===== config.mk =====
export PLATFORM = sky130hd
export DESIGN_NAME = serial_config_port
export DESIGN_NICKNAME = d
export VERILOG_FILES = /design/src/design/serial_config_pkg.sv /design/src/design/config_reg_mem.sv /design/src/design/serial_config_port.sv
export SDC_FILE = /design/constraint.sdc
export NUM_CORES = 1
export LEC_CHECK = 0
export BUFFER_PORTS_ARGS = -buffer_cell sky130_fd_sc_hd__buf_2
export CORE_MARGIN = 3
export CORE_UTILIZATION = 62
export CTS_BUF_LIST = sky130_fd_sc_hd__clkbuf_8
export CTS_CLUSTER_SIZE = 24
export DETAILED_ROUTE_END_ITERATION = 10
export GPL_TIMING_DRIVEN = 0
export PLACE_DENSITY = 0.78
export SLEW_MARGIN = 20
export SYNTH_ARGS = -nofsm -noshare
export SYNTH_HDL_FRONTEND = slang
export SYNTH_SLANG_ARGS = --single-unit

===== constraint.sdc =====
create_clock -name clk -period 3.5 [get_ports clk]
set_clock_uncertainty 0.05 [all_clocks]
set_input_delay 0.525 -clock clk [delete_from_list [all_inputs] [get_ports clk]]
set_output_delay 0.525 -clock clk [all_outputs]
set_load 0.1 [all_outputs]

===== src/design/serial_config_pkg.sv =====
`default_nettype none
package serial_config_pkg;
  // register indices (six-bit address space)
  localparam logic [5:0] addr_power_down_control = 6'h01;
  localparam logic [5:0] addr_amplifier_bias_trim = 6'h02;
  localparam logic [5:0] addr_converter_bias_trim = 6'h03;
  localparam int addr_width = 6;
  localparam int data_width = 8;
  localparam int reg_count = 64;
  localparam int frame_bits = 16;
  localparam int out_bits = 8;
  // command field positions within the 16-bit frame
  localparam int pos_direction = 15;
  localparam int pos_device = 14;
  localparam int pos_addr_hi = 13;
  localparam int pos_addr_lo = 8;
  localparam logic device_address = 1'b0;
  localparam logic dir_write = 1'b0;
  // power down control field positions
  localparam int pd_master = 7;
  localparam int pd_clamp = 6;
  localparam int pd_ch2_refbuf = 5;
  localparam int pd_ch1_refbuf = 4;
  localparam int pd_ch2_amp = 3;
  localparam int pd_ch1_amp = 2;
  localparam int pd_ch2_conv = 1;
  localparam int pd_ch1_conv = 0;
  // trim field positions
  localparam int trim_stage1_lo = 0;
  localparam int trim_stage2_lo = 3;
  localparam int trim_field_width = 3;
  // values before the baseline write
  localparam logic [7:0] reset_value = 8'h00;
  // pin synchroniser depth
  localparam int sync_stages = 3;
endpackage
`default_nettype wire


===== src/design/config_reg_mem.sv =====
`default_nettype none
module config_reg_mem #(
  parameter int addr_width = 6,
  parameter int data_width = 8
) (
  // clock and reset
  input wire logic clk,
  input wire logic resetn,
  input wire logic clk_en,
  // write port
  input wire logic wr_en,
  input wire logic [addr_width-1:0] wr_addr,
  input wire logic [data_width-1:0] wr_data,
  // read port, data registered
  input wire logic rd_en,
  input wire logic [addr_width-1:0] rd_addr,
  output logic [data_width-1:0] rd_data
);
  if (addr_width < 1 || data_width < 1) begin : bad_size
    $error("config_reg_mem: addr_width and data_width must be positive");
  end

  logic [data_width-1:0] mem [0:(1<<addr_width)-1];

  always_ff @(posedge clk or negedge resetn) begin
    if (!resetn) begin
      for (int i = 0; i < (1<<addr_width); i++) begin
        mem[i] <= '0;
      end
    end else if (clk_en && wr_en) begin
      mem[wr_addr] <= wr_data;
    end
  end

  always_ff @(posedge clk or negedge resetn) begin
    if (!resetn) begin
      rd_data <= '0;
    end else if (clk_en && rd_en) begin
      rd_data <= mem[rd_addr];
    end
  end
endmodule
`default_nettype wire


===== src/design/serial_config_port.sv =====
`default_nettype none
module serial_config_port #(
  parameter int addr_width = serial_config_pkg::addr_width,
  parameter int data_width = serial_config_pkg::data_width
) (
  // clock, reset, enable
  input wire logic clk,
  input wire logic resetn,
  input wire logic clk_en,
  // serial port pins
  input wire logic shift_clock,
  input wire logic select_active_low,
  input wire logic serial_in_line,
  output logic serial_out_line,
  output logic serial_out_oe,
  // power down controls per block
  output logic clamp_voltage_source_pd,
  output logic ch1_refbuf_pd,
  output logic ch2_refbuf_pd,
  output logic ch1_gain_amplifier_pd,
  output logic ch2_gain_amplifier_pd,
  output logic ch1_converter_pd,
  output logic ch2_converter_pd,
  // bias trims shared by both channels
  output logic [2:0] amp_stage1_trim,
  output logic [2:0] amp_stage2_trim,
  output logic [2:0] conv_level1_trim,
  output logic [2:0] conv_level2_trim
);
  // the frame layout and the pin filter are fixed, so refuse sizes they cannot serve
  if (addr_width != serial_config_pkg::addr_width) begin : bad_addr_width
    $error("serial_config_port: addr_width must be 6");
  end
  if (data_width != serial_config_pkg::data_width) begin : bad_data_width
    $error("serial_config_port: data_width must be 8");
  end
  if (serial_config_pkg::frame_bits != 2 + addr_width + data_width) begin : bad_frame_bits
    $error("serial_config_port: frame must hold direction, device, address and data");
  end
  if (serial_config_pkg::sync_stages != 3) begin : bad_sync_depth
    $error("serial_config_port: pin filter compares stages two and three");
  end

  // three-stage synchronisers; a change counts once stages two and three agree
  logic [2:0] sclk_sync;
  logic [2:0] sel_sync;
  logic [2:0] sdi_sync;
  logic sclk_level;
  logic sel_level;
  logic sdi_level;

  // pin order: 0 shift clock, 1 select, 2 serial in; one depth for all keeps data
  // aligned with the clock edge that samples it
  logic [2:0] pin_raw;
  assign pin_raw = {serial_in_line, select_active_low, shift_clock};

  for (genvar p = 0; p < 3; p++) begin : pin_sync
    // select idles high, the others low, so reset leaves no false edge behind
    localparam logic idle_level = (p == 1);
    logic [serial_config_pkg::sync_stages-1:0] stages;
    logic level;

    always_ff @(posedge clk or negedge resetn) begin
      if (!resetn) begin
        stages <= {serial_config_pkg::sync_stages{idle_level}};
      end else if (clk_en) begin
        stages <= {stages[serial_config_pkg::sync_stages-2:0], pin_raw[p]};
      end
    end

    // filtered level: holds until the last two stages agree on a new value
    always_ff @(posedge clk or negedge resetn) begin
      if (!resetn) begin
        level <= idle_level;
      end else if (clk_en && stages[1] == stages[2]) begin
        level <= stages[2];
      end
    end
  end

  assign sclk_sync = pin_sync[0].stages;
  assign sel_sync = pin_sync[1].stages;
  assign sdi_sync = pin_sync[2].stages;
  assign sclk_level = pin_sync[0].level;
  assign sel_level = pin_sync[1].level;
  assign sdi_level = pin_sync[2].level;

  // data follows the clock through the same pipeline, so the sampled bit
  // is the one present at the shift-clock rising edge
  logic sclk_rise;
  logic sel_fall;
  logic sel_rise;
  logic selected;
  assign sclk_rise = (sclk_sync[1] == sclk_sync[2]) && sclk_sync[2] && !sclk_level;
  assign sel_fall = (sel_sync[1] == sel_sync[2]) && !sel_sync[2] && sel_level;
  assign sel_rise = (sel_sync[1] == sel_sync[2]) && sel_sync[2] && !sel_level;
  assign selected = !sel_level;

  typedef enum logic [2:0] {
    st_idle = 3'b001,
    st_shift = 3'b010,
    st_commit = 3'b100
  } port_state_t;

  port_state_t state;
  logic [4:0] bit_count;
  logic [serial_config_pkg::frame_bits-1:0] shift_in;
  logic [data_width-1:0] shift_out;
  logic [data_width-1:0] staged;
  logic [addr_width-1:0] last_addr;
  logic [data_width-1:0] mem_rd_data;
  logic mem_wr_en;
  logic mem_rd_en;
  logic [serial_config_pkg::frame_bits-1:0] frame;
  logic frame_full;
  logic frame_is_write;

  assign frame = shift_in;
  assign frame_full = (bit_count == 5'(serial_config_pkg::frame_bits));
  assign frame_is_write = frame_full
    && frame[serial_config_pkg::pos_direction] == serial_config_pkg::dir_write
    && frame[serial_config_pkg::pos_device] == serial_config_pkg::device_address;

  // frame sequencer
  always_ff @(posedge clk or negedge resetn) begin
    if (!resetn) begin
      state <= st_idle;
    end else if (clk_en) begin
      case (state)
        st_idle: begin
          if (sel_fall) begin
            state <= st_shift;
          end
        end
        st_shift: begin
          if (sel_rise) begin
            state <= st_commit;
          end
        end
        st_commit: begin
          state <= st_idle;
        end
        default: begin
          state <= st_idle;
        end
      endcase
    end
  end

  // input shift register, msb first; extra bits beyond sixteen are ignored
  always_ff @(posedge clk or negedge resetn) begin
    if (!resetn) begin
      shift_in <= '0;
      bit_count <= 5'h00;
    end else if (clk_en) begin
      if (sel_fall) begin
        bit_count <= 5'h00;
      end else if (selected && sclk_rise && !frame_full) begin
        shift_in <= {shift_in[serial_config_pkg::frame_bits-2:0], sdi_level};
        bit_count <= bit_count + 5'h01;
      end
    end
  end

  // remember the address of the last complete command for this device, read or write
  always_ff @(posedge clk or negedge resetn) begin
    if (!resetn) begin
      last_addr <= '0;
    end else if (clk_en && state == st_shift && sel_rise && frame_full
                 && frame[serial_config_pkg::pos_device] == serial_config_pkg::device_address) begin
      last_addr <= frame[serial_config_pkg::pos_addr_hi:serial_config_pkg::pos_addr_lo];
    end
  end

  // the write lands on select rising; a read stores nothing
  assign mem_wr_en = (state == st_shift) && sel_rise && frame_is_write;
  // staged read happens the cycle after, so a write's new value is what is staged
  assign mem_rd_en = (state == st_commit);

  config_reg_mem #(
    .addr_width(addr_width),
    .data_width(data_width)
  ) regs (
    .clk(clk),
    .resetn(resetn),
    .clk_en(clk_en),
    .wr_en(mem_wr_en),
    .wr_addr(frame[serial_config_pkg::pos_addr_hi:serial_config_pkg::pos_addr_lo]),
    .wr_data(frame[data_width-1:0]),
    .rd_en(mem_rd_en),
    .rd_addr(last_addr),
    .rd_data(mem_rd_data)
  );

  // staged is reloaded in st_idle and held during a frame; mem output is valid from st_idle onward
  always_ff @(posedge clk or negedge resetn) begin
    if (!resetn) begin
      staged <= serial_config_pkg::reset_value;
    end else if (clk_en && state == st_idle && !sel_fall) begin
      staged <= mem_rd_data;
    end
  end

  // output shifter: first bit appears at select fall, advances on rising edges
  always_ff @(posedge clk or negedge resetn) begin
    if (!resetn) begin
      shift_out <= '0;
    end else if (clk_en) begin
      if (sel_fall) begin
        shift_out <= staged;
      end else if (selected && sclk_rise) begin
        shift_out <= {shift_out[data_width-2:0], 1'b0};
      end
    end
  end

  // drive only for the first eight clocks, release while deselected
  always_ff @(posedge clk or negedge resetn) begin
    if (!resetn) begin
      serial_out_line <= 1'b0;
      serial_out_oe <= 1'b0;
    end else if (clk_en) begin
      if (sel_fall) begin
        serial_out_line <= staged[data_width-1];
        serial_out_oe <= 1'b1;
      end else if (!selected || (sclk_rise && bit_count == 5'(serial_config_pkg::out_bits - 1))) begin
        serial_out_oe <= 1'b0;
        serial_out_line <= 1'b0;
      end else if (sclk_rise && serial_out_oe) begin
        serial_out_line <= shift_out[data_width-2];
      end
    end
  end

  // live copies of the control registers that steer the analog blocks
  logic [data_width-1:0] pd_reg;
  logic [data_width-1:0] amp_trim_reg;
  logic [data_width-1:0] conv_trim_reg;

  logic [addr_width-1:0] frame_addr;
  assign frame_addr = frame[serial_config_pkg::pos_addr_hi:serial_config_pkg::pos_addr_lo];

  always_ff @(posedge clk or negedge resetn) begin
    if (!resetn) begin
      pd_reg <= serial_config_pkg::reset_value;
    end else if (clk_en && mem_wr_en && frame_addr == serial_config_pkg::addr_power_down_control) begin
      pd_reg <= frame[data_width-1:0];
    end
  end

  always_ff @(posedge clk or negedge resetn) begin
    if (!resetn) begin
      amp_trim_reg <= serial_config_pkg::reset_value;
    end else if (clk_en && mem_wr_en && frame_addr == serial_config_pkg::addr_amplifier_bias_trim) begin
      amp_trim_reg <= frame[data_width-1:0];
    end
  end

  always_ff @(posedge clk or negedge resetn) begin
    if (!resetn) begin
      conv_trim_reg <= serial_config_pkg::reset_value;
    end else if (clk_en && mem_wr_en && frame_addr == serial_config_pkg::addr_converter_bias_trim) begin
      conv_trim_reg <= frame[data_width-1:0];
    end
  end

  // master powerdown forces every block off, else each bit acts alone
  logic master_pd;
  assign master_pd = pd_reg[serial_config_pkg::pd_master];

  // the clamp may be switched off alone when an external clamp is fitted
  always_ff @(posedge clk or negedge resetn) begin
    if (!resetn) begin
      clamp_voltage_source_pd <= 1'b0;
    end else if (clk_en) begin
      clamp_voltage_source_pd <= master_pd | pd_reg[serial_config_pkg::pd_clamp];
    end
  end

  // per-channel groups allow single-channel operation
  always_ff @(posedge clk or negedge resetn) begin
    if (!resetn) begin
      ch1_refbuf_pd <= 1'b0;
      ch1_gain_amplifier_pd <= 1'b0;
      ch1_converter_pd <= 1'b0;
    end else if (clk_en) begin
      ch1_refbuf_pd <= master_pd | pd_reg[serial_config_pkg::pd_ch1_refbuf];
      ch1_gain_amplifier_pd <= master_pd | pd_reg[serial_config_pkg::pd_ch1_amp];
      ch1_converter_pd <= master_pd | pd_reg[serial_config_pkg::pd_ch1_conv];
    end
  end

  always_ff @(posedge clk or negedge resetn) begin
    if (!resetn) begin
      ch2_refbuf_pd <= 1'b0;
      ch2_gain_amplifier_pd <= 1'b0;
      ch2_converter_pd <= 1'b0;
    end else if (clk_en) begin
      ch2_refbuf_pd <= master_pd | pd_reg[serial_config_pkg::pd_ch2_refbuf];
      ch2_gain_amplifier_pd <= master_pd | pd_reg[serial_config_pkg::pd_ch2_amp];
      ch2_converter_pd <= master_pd | pd_reg[serial_config_pkg::pd_ch2_conv];
    end
  end

  // trims fan out to both channels alike
  always_ff @(posedge clk or negedge resetn) begin
    if (!resetn) begin
      amp_stage1_trim <= 3'h0;
      amp_stage2_trim <= 3'h0;
    end else if (clk_en) begin
      amp_stage1_trim <= amp_trim_reg[serial_config_pkg::trim_stage1_lo +: serial_config_pkg::trim_field_width];
      amp_stage2_trim <= amp_trim_reg[serial_config_pkg::trim_stage2_lo +: serial_config_pkg::trim_field_width];
    end
  end

  always_ff @(posedge clk or negedge resetn) begin
    if (!resetn) begin
      conv_level1_trim <= 3'h0;
      conv_level2_trim <= 3'h0;
    end else if (clk_en) begin
      conv_level1_trim <= conv_trim_reg[serial_config_pkg::trim_stage1_lo +: serial_config_pkg::trim_field_width];
      conv_level2_trim <= conv_trim_reg[serial_config_pkg::trim_stage2_lo +: serial_config_pkg::trim_field_width];
    end
  end
endmodule
`default_nettype wire


======== After elaboration in Yosys (flattened, before gate mapping) ========
Cells that the tools add are included.
word-level totals
  output and inout bits ................... 21
  input port bits ......................... 6
  flip-flop bits (word level) ............. 618
  word-level logic and storage cells ...... 185
cells by class
  eq/ne operators ......................... 13
  add/sub/neg operators ................... 1
  reduce and logical (&&, ||, !) cells .... 45
  multiplexer cells ....................... 18
  bitwise operators ....................... 12
  order comparisons ....................... 3
operator list
  cell                                                 count
  bitwise mux 512 bit                                  1
  binary-select mux 8 bit (select 6 bit)               1
  demux 8 bit (select 6 bit)                           1
  logical AND 1 bit                                    29
  2-to-1 mux 8 bit                                     3
  >= comparator 7 bit (second input constant)          2
  2-to-1 mux 7 bit                                     2
  inverter 6 -> 7 bit                                  2
  == test 6 x 2 -> 1 bit (second input constant)       2
  2-to-1 mux 5 bit                                     2
  AND reduction 2 bit                                  4
  < comparator 7 x 1 -> 1 bit (second input constant)  1
  bitwise OR 1 bit                                     7
  == test 6 x 1 -> 1 bit (second input constant)       1
  2-to-1 mux 3 bit                                     2
  case mux 3 bit (2 select lines)                      1
  AND reduction 3 bit                                  2
  nonzero test 2 bit                                   3
  adder 5 x 1 -> 5 bit (second input constant)         1
  == test 5 x 3 -> 1 bit (second input constant)       1
  == test 5 bit (second input constant)                1
  logical NOT 1 bit                                    5
  2-to-1 mux 1 bit                                     5
  != test 2 bit (second input constant)                2
  other kinds (7)                                      11

======== Longest topological paths before layout ========
  depth in word-level cells ............... 7
  depth in mapped cells ................... 11
  gate-level depth less buffers ........... 8

======== Modules after synthesis ========
Synthesis repeated with hierarchy kept, for this count alone.
second synthesis, totals
  cells, all modules ...................... 1,861
  area, all modules ....................... 27,893.0 um^2
by module, submodules not included
  module              sequential area each (um^2)  cells an instance  instances  area an instance (um^2)
  config_reg_mem      13,012.5                     1,576              1          23,824.1
  serial_config_port  2,458.6                      285                1          4,068.9

======== Worst setup path before layout ========
OpenSTA, ideal clock, no wires.
  path type ............................... register -> register
  start ................................... reg pin_sync[1].stages[1] (netlist bit)
  end ..................................... reg conv_trim_reg[0]
  library setup time ...................... 0.125 ns
  clock period less this slack ............ 2.646 ns
  cell stages (with the launch flop) ...... 11
  path slack .............................. 0.854 ns
  path buffers ............................ 3
  required time ........................... 3.325 ns
  arrival ................................. 2.471 ns
  cell sequence ........................... dfstp_2 ha_1 and4bb_2 and4bb_2 buf_4 and2b_1 nand3b_1 buf_2 nor2_1 buf_4 mux2_2
on the way
  cells in the longest elaborated chain, start to end .. 7
RTL lines
  what                             RTL line                   text
  start: declaration               serial_config_port.sv:60   logic [serial_config_pkg::sync_stages-1:0] stages;
  start signal: assignment         serial_config_port.sv:65   stages <= {serial_config_pkg::sync_stages{idle_level}};
  start signal: assignment         serial_config_port.sv:67   stages <= {stages[serial_config_pkg::sync_stages-2:0], pin_raw[p]};
  == test 1 bit                    serial_config_port.sv:96   assign sel_rise = (sel_sync[1] == sel_sync[2]) && sel_sync[2] && !sel_level;
  logical AND 1 bit (2 in series)  serial_config_port.sv:96
  logical AND 1 bit (2 in series)  serial_config_port.sv:176  assign mem_wr_en = (state == st_shift) && sel_rise && frame_is_write;
  logical AND 1 bit (2 in series)  serial_config_port.sv:262  end else if (clk_en && mem_wr_en && frame_addr == serial_config_pkg::addr_converter_bias_trim) begin
  end signal: assignment           serial_config_port.sv:261  conv_trim_reg <= serial_config_pkg::reset_value;
  end signal: assignment           serial_config_port.sv:263  conv_trim_reg <= frame[data_width-1:0];
  end: declaration                 serial_config_port.sv:238  logic [data_width-1:0] conv_trim_reg;
Every way passes these cells.
A chain may end at the register's enable or synchronous reset.

======== Worst setup path in the final report ========
  start ................................... reg last_addr[4]
  end ..................................... reg regs.rd_data[1]
on the way
  cells in the longest elaborated chain, start to end .. 4
RTL lines
  what                                                  RTL line                   text
  start: declaration                                    serial_config_port.sv:110  logic [addr_width-1:0] last_addr;
  start signal: assignment                              serial_config_port.sv:171  last_addr <= frame[serial_config_pkg::pos_addr_hi:serial_config_pkg::pos_addr_lo];
  inverter 6 -> 7 bit (not written as such)             config_reg_mem.sv:39       rd_data <= mem[rd_addr];
  binary-select mux 8 bit (select 6 bit)                config_reg_mem.sv:39
  2-to-1 mux 8 bit (not written as such) (2 in series)  config_reg_mem.sv:39
  end signal: assignment                                config_reg_mem.sv:39
  end: declaration                                      config_reg_mem.sv:17       output logic [data_width-1:0] rd_data
Every way passes these cells. The select of a mux whose other input is x is not followed.

==> qor.yml <==
clock_network:
  clk_path_buf_depth: 3
  htreeDepth: 3
  path_clk_slew_ns: 0.06
  worstSkewPairLatency_ns: 0.69
  numCtsBuffers: 99
  cts_root_buffer: "clkbuf_8"
  cts_sinks: 618
  cts_tree: "built"
worst_setup_path:
  crit_type: "flop to flop"
  critPathLaunch: "last_addr[4]$_DFFE_PN0P_"
  critical_path_arrival_ns: 3.96
  cp.required_ns: 4.01
  r2r_cells: 8
  r2r-start: "last_addr[4]$_DFFE_PN0P_"
  end_kind: "flop"
  endpoint: "regs.rd_data[1]$_DFFE_PN0P_"
  path_max_fanout: 10
  cp-start-kind: "flop"
  r2r_end: "regs.rd_data[1]$_DFFE_PN0P_"
  r2r_slack_ns: 0.05
drt:
  dr_total_vias: 17400
  remaining_drc_errors: 0
  viasPerCell: 6.42
  dr.pass1.iters: 5
  routed_wl_um: 77300
  drt-initial-drc-count: 1740
  drt.antenna.violating_nets: 0
  routedWlPerCell_um: 28.5
sta:
  max_freq_ghz: 0.290
  slew-limit-headroom: 0.208
  setup_viol: 0
  drv_slew: 0
  final.min_clock_period_ns: 3.45
  hold_viol_final: 0
  worst_pin_slew_ns: 1.19
  period_share: 0.985
  grt_setup_unrepaired: "false"
cells_and_area:
  largest-register: "regs.mem"
  mostFrequentLayoutCell: "dfrtp_1"
  nets: 2066
  layout-drive-gt1-share: 0.431
  layout_common_cells: "613 x dfrtp_1, 587 x mux2_2, 142 x mux2i_1, 119 x clkbuf_8, 106 x clkbuf_1"
  largest_reg_flops: 512
  syn_to_final_growth_pct: 10.7
  finalInstanceArea_sq_um: 30800
yosys:
  synth-xor-area-share: 0.000629
  synth_top_family_by_area: "multiplexers"
  avgSynthCellArea_sq_um: 14.5
  yosysWarningCount: 0
  synth-adder-area-share: 0.00225
  synthMuxAreaShare: 0.347
  yosys_most_used_dff: "dfrtp_1"
  ys_seq_area_frac: 0.555
  synth-simple-area-share: 0.0389
  syn_nets: 1930
  yosysTopAreaCell: "dfrtp_1"
  synth_top_area_share: 0.551
  async_flop_share: 1.00
  synth_seq_cells: 618
  synth_compound_area_frac: 0.0340
  synthCells: 1919
  ys_types: 49
  syn-cell-area_sq_um: 27900
  synthTopCellsByArea: "dfrtp_1 55%, mux2_2 24%, mux4_2 5.8%"
  synth_edf_count: 0
power:
  total_power_uw: 15300
  peakVddDrop_mv: 0.411
  p_leak_uw: 0.0147
  p_per_area_nw_per_um2: 497
placed_design:
  place_area_sq_um: 28900
  dp.final_hpwl_um: 53400
  io_buffer_count: 25
  gp_congestion: 1.08
global_routing:
  grt_pass1_wl_um: 116000
  antenna_found_initial: 3
  gr-total-overflow: 0
  grt_max_degree: 105
  grt_pass1_vias: 18300
  track_usage: 0.336
die:
  coreArea_sq_um: 44300
  die_x_um: 218
  ioPinCount: 27
  die_height_um: 218
  dieArea_sq_um: 47500
  start_util: 0.629
  rows: 77
flow_run:
  cap_violations: 0
run_status:
  status: "completed"
min_path:
  min_path_type: "input pin to flop"
stage by stage:
| step | setup TNS (ns) | worst slack, ns | utilization | hold WS [ns] | cells |
|---|---|---|---|---|---|
| after floorplan | 0 | 0.854 | - | 0.179 | 1919 |
| after global placement | -6369.50 | -10.43 | 0.648 | 0.391 | 2536 |
| after detailed placement | -0.0624 | -0.0384 | 0.652 | 0.406 | 2542 |
| after CTS | 0 | 0.153 | 0.696 | 0.159 | 2716 |
| after global routing | 0 | 0.00147 | 0.696 | 0.212 | 2716 |
| final | 0 | 0.0524 | 0.696 | 0.208 | 2717 |
cell type report:
class | count | area (sq um)
flip-flops and latches | 618 | 15500
fillers | 3109 | 13500
multi-input cells | 1151 | 11800
clock buffers | 119 | 1640
well taps | 592 | 741
plain buffers | 140 | 586
repair buffers | 35 | 340
clock inverters | 51 | 244
inverters | 10 | 37.5
diodes | 1 | 2.50
synth_stat cells, types with 2 or more instances:
| cell type | count |
|---|---|
| buf_2 | 13 |
| and4bb_2 | 2 |
| inv_1 | 9 |
| o22ai_1 | 8 |
| nand2_2 | 24 |
| mux2i_1 | 142 |
| a41oi_1 | 9 |
| mux4_2 | 72 |
| o21ai_0 | 33 |
| or2_2 | 2 |
| nand2_1 | 51 |
| or3b_2 | 2 |
| clkbuf_1 | 108 |
| ha_1 | 5 |
| nor2_2 | 32 |
| and2_1 | 4 |
| a21oi_1 | 28 |
| a22oi_1 | 56 |
| buf_4 | 9 |
| nand3b_1 | 4 |
| dfstp_2 | 5 |
| mux2_2 | 587 |
| nor2_1 | 14 |
| buf_1 | 9 |
| xor2_1 | 2 |
| nor3b_1 | 2 |
| dfrtp_1 | 613 |
| nor2b_1 | 6 |
| nand2b_1 | 3 |
| and3_1 | 3 |
| nand3_1 | 39 |
| o22a_1 | 6 |
kinds of logic (layout without fill, tap and decap cells):
group                      after synthesis  after routing
DFF                                    618            618
adders and majority gates                5              5
xor gates and xnor gates                 2              2
other                                    0              1
AOI/OAI and AO/OA                      145            145
buffers and inverters                  150            355
and+or+nand+nor                        198            198
muxes                                  801            801
per-layer routing:
layer | global-route usage | wire [um]
met5 | 0 | 0
met4 | 0.135 | 3340
met3 | 0.0810 | 5830
met2 | 0.526 | 36400
met1 | 0.458 | 31800
worst max-delay path, stage by stage, from the launching register on:
cell      delay [ns]
dfrtp_1         0.32
clkbuf_1        0.39
clkbuf_1        0.68
mux4_2          0.44
mux4_2          0.52
o22ai_1         0.29
a21oi_1         0.19
a21oi_1         0.31
o21ai_0         0.13
how the worst min path moves through the flow:
| stage | startpoint | end | slack (ns) | cells after the start |
|---|---|---|---|---|
| detailed placement | state[2]$_DFFE_PN0P_ | state[1]$_DFFE_PN0P_ | 0.41 | 1 |
| global placement | state[2]$_DFFE_PN0P_ | state[1]$_DFFE_PN0P_ | 0.39 | 1 |
| floorplan | resetn | amp_stage1_trim[0]$_DFFE_PN0P_ | 0.18 | 0 |
| finish | clk_en | shift_out[6]$_DFFE_PN0P_ | 0.21 | 3 |
| global route | clk_en | shift_out[6]$_DFFE_PN0P_ | 0.21 | 3 |
| CTS | clk_en | shift_out[6]$_DFFE_PN0P_ | 0.16 | 3 |
power breakdown:
| group | leakage, uW | internal (uW) | switching (uW) |
|---|---|---|---|
| combinational | 0.00505 | 318 | 1560 |
| clock | 0.00111 | 3120 | 2830 |
| sequential | 0.00854 | 7330 | 176 |
| total | 0.0147 | 10800 | 4560 |
repair_timing:
action / in CTS / in global routing
gates resized for setup: 1 / 2
hold endpoints to repair: 72 / 0
hold buffers: 4 / 0
endpoints found under the setup margin: 2 / 1
setup buffers: 0 / 0
Power figures use the tool's default switching activity.
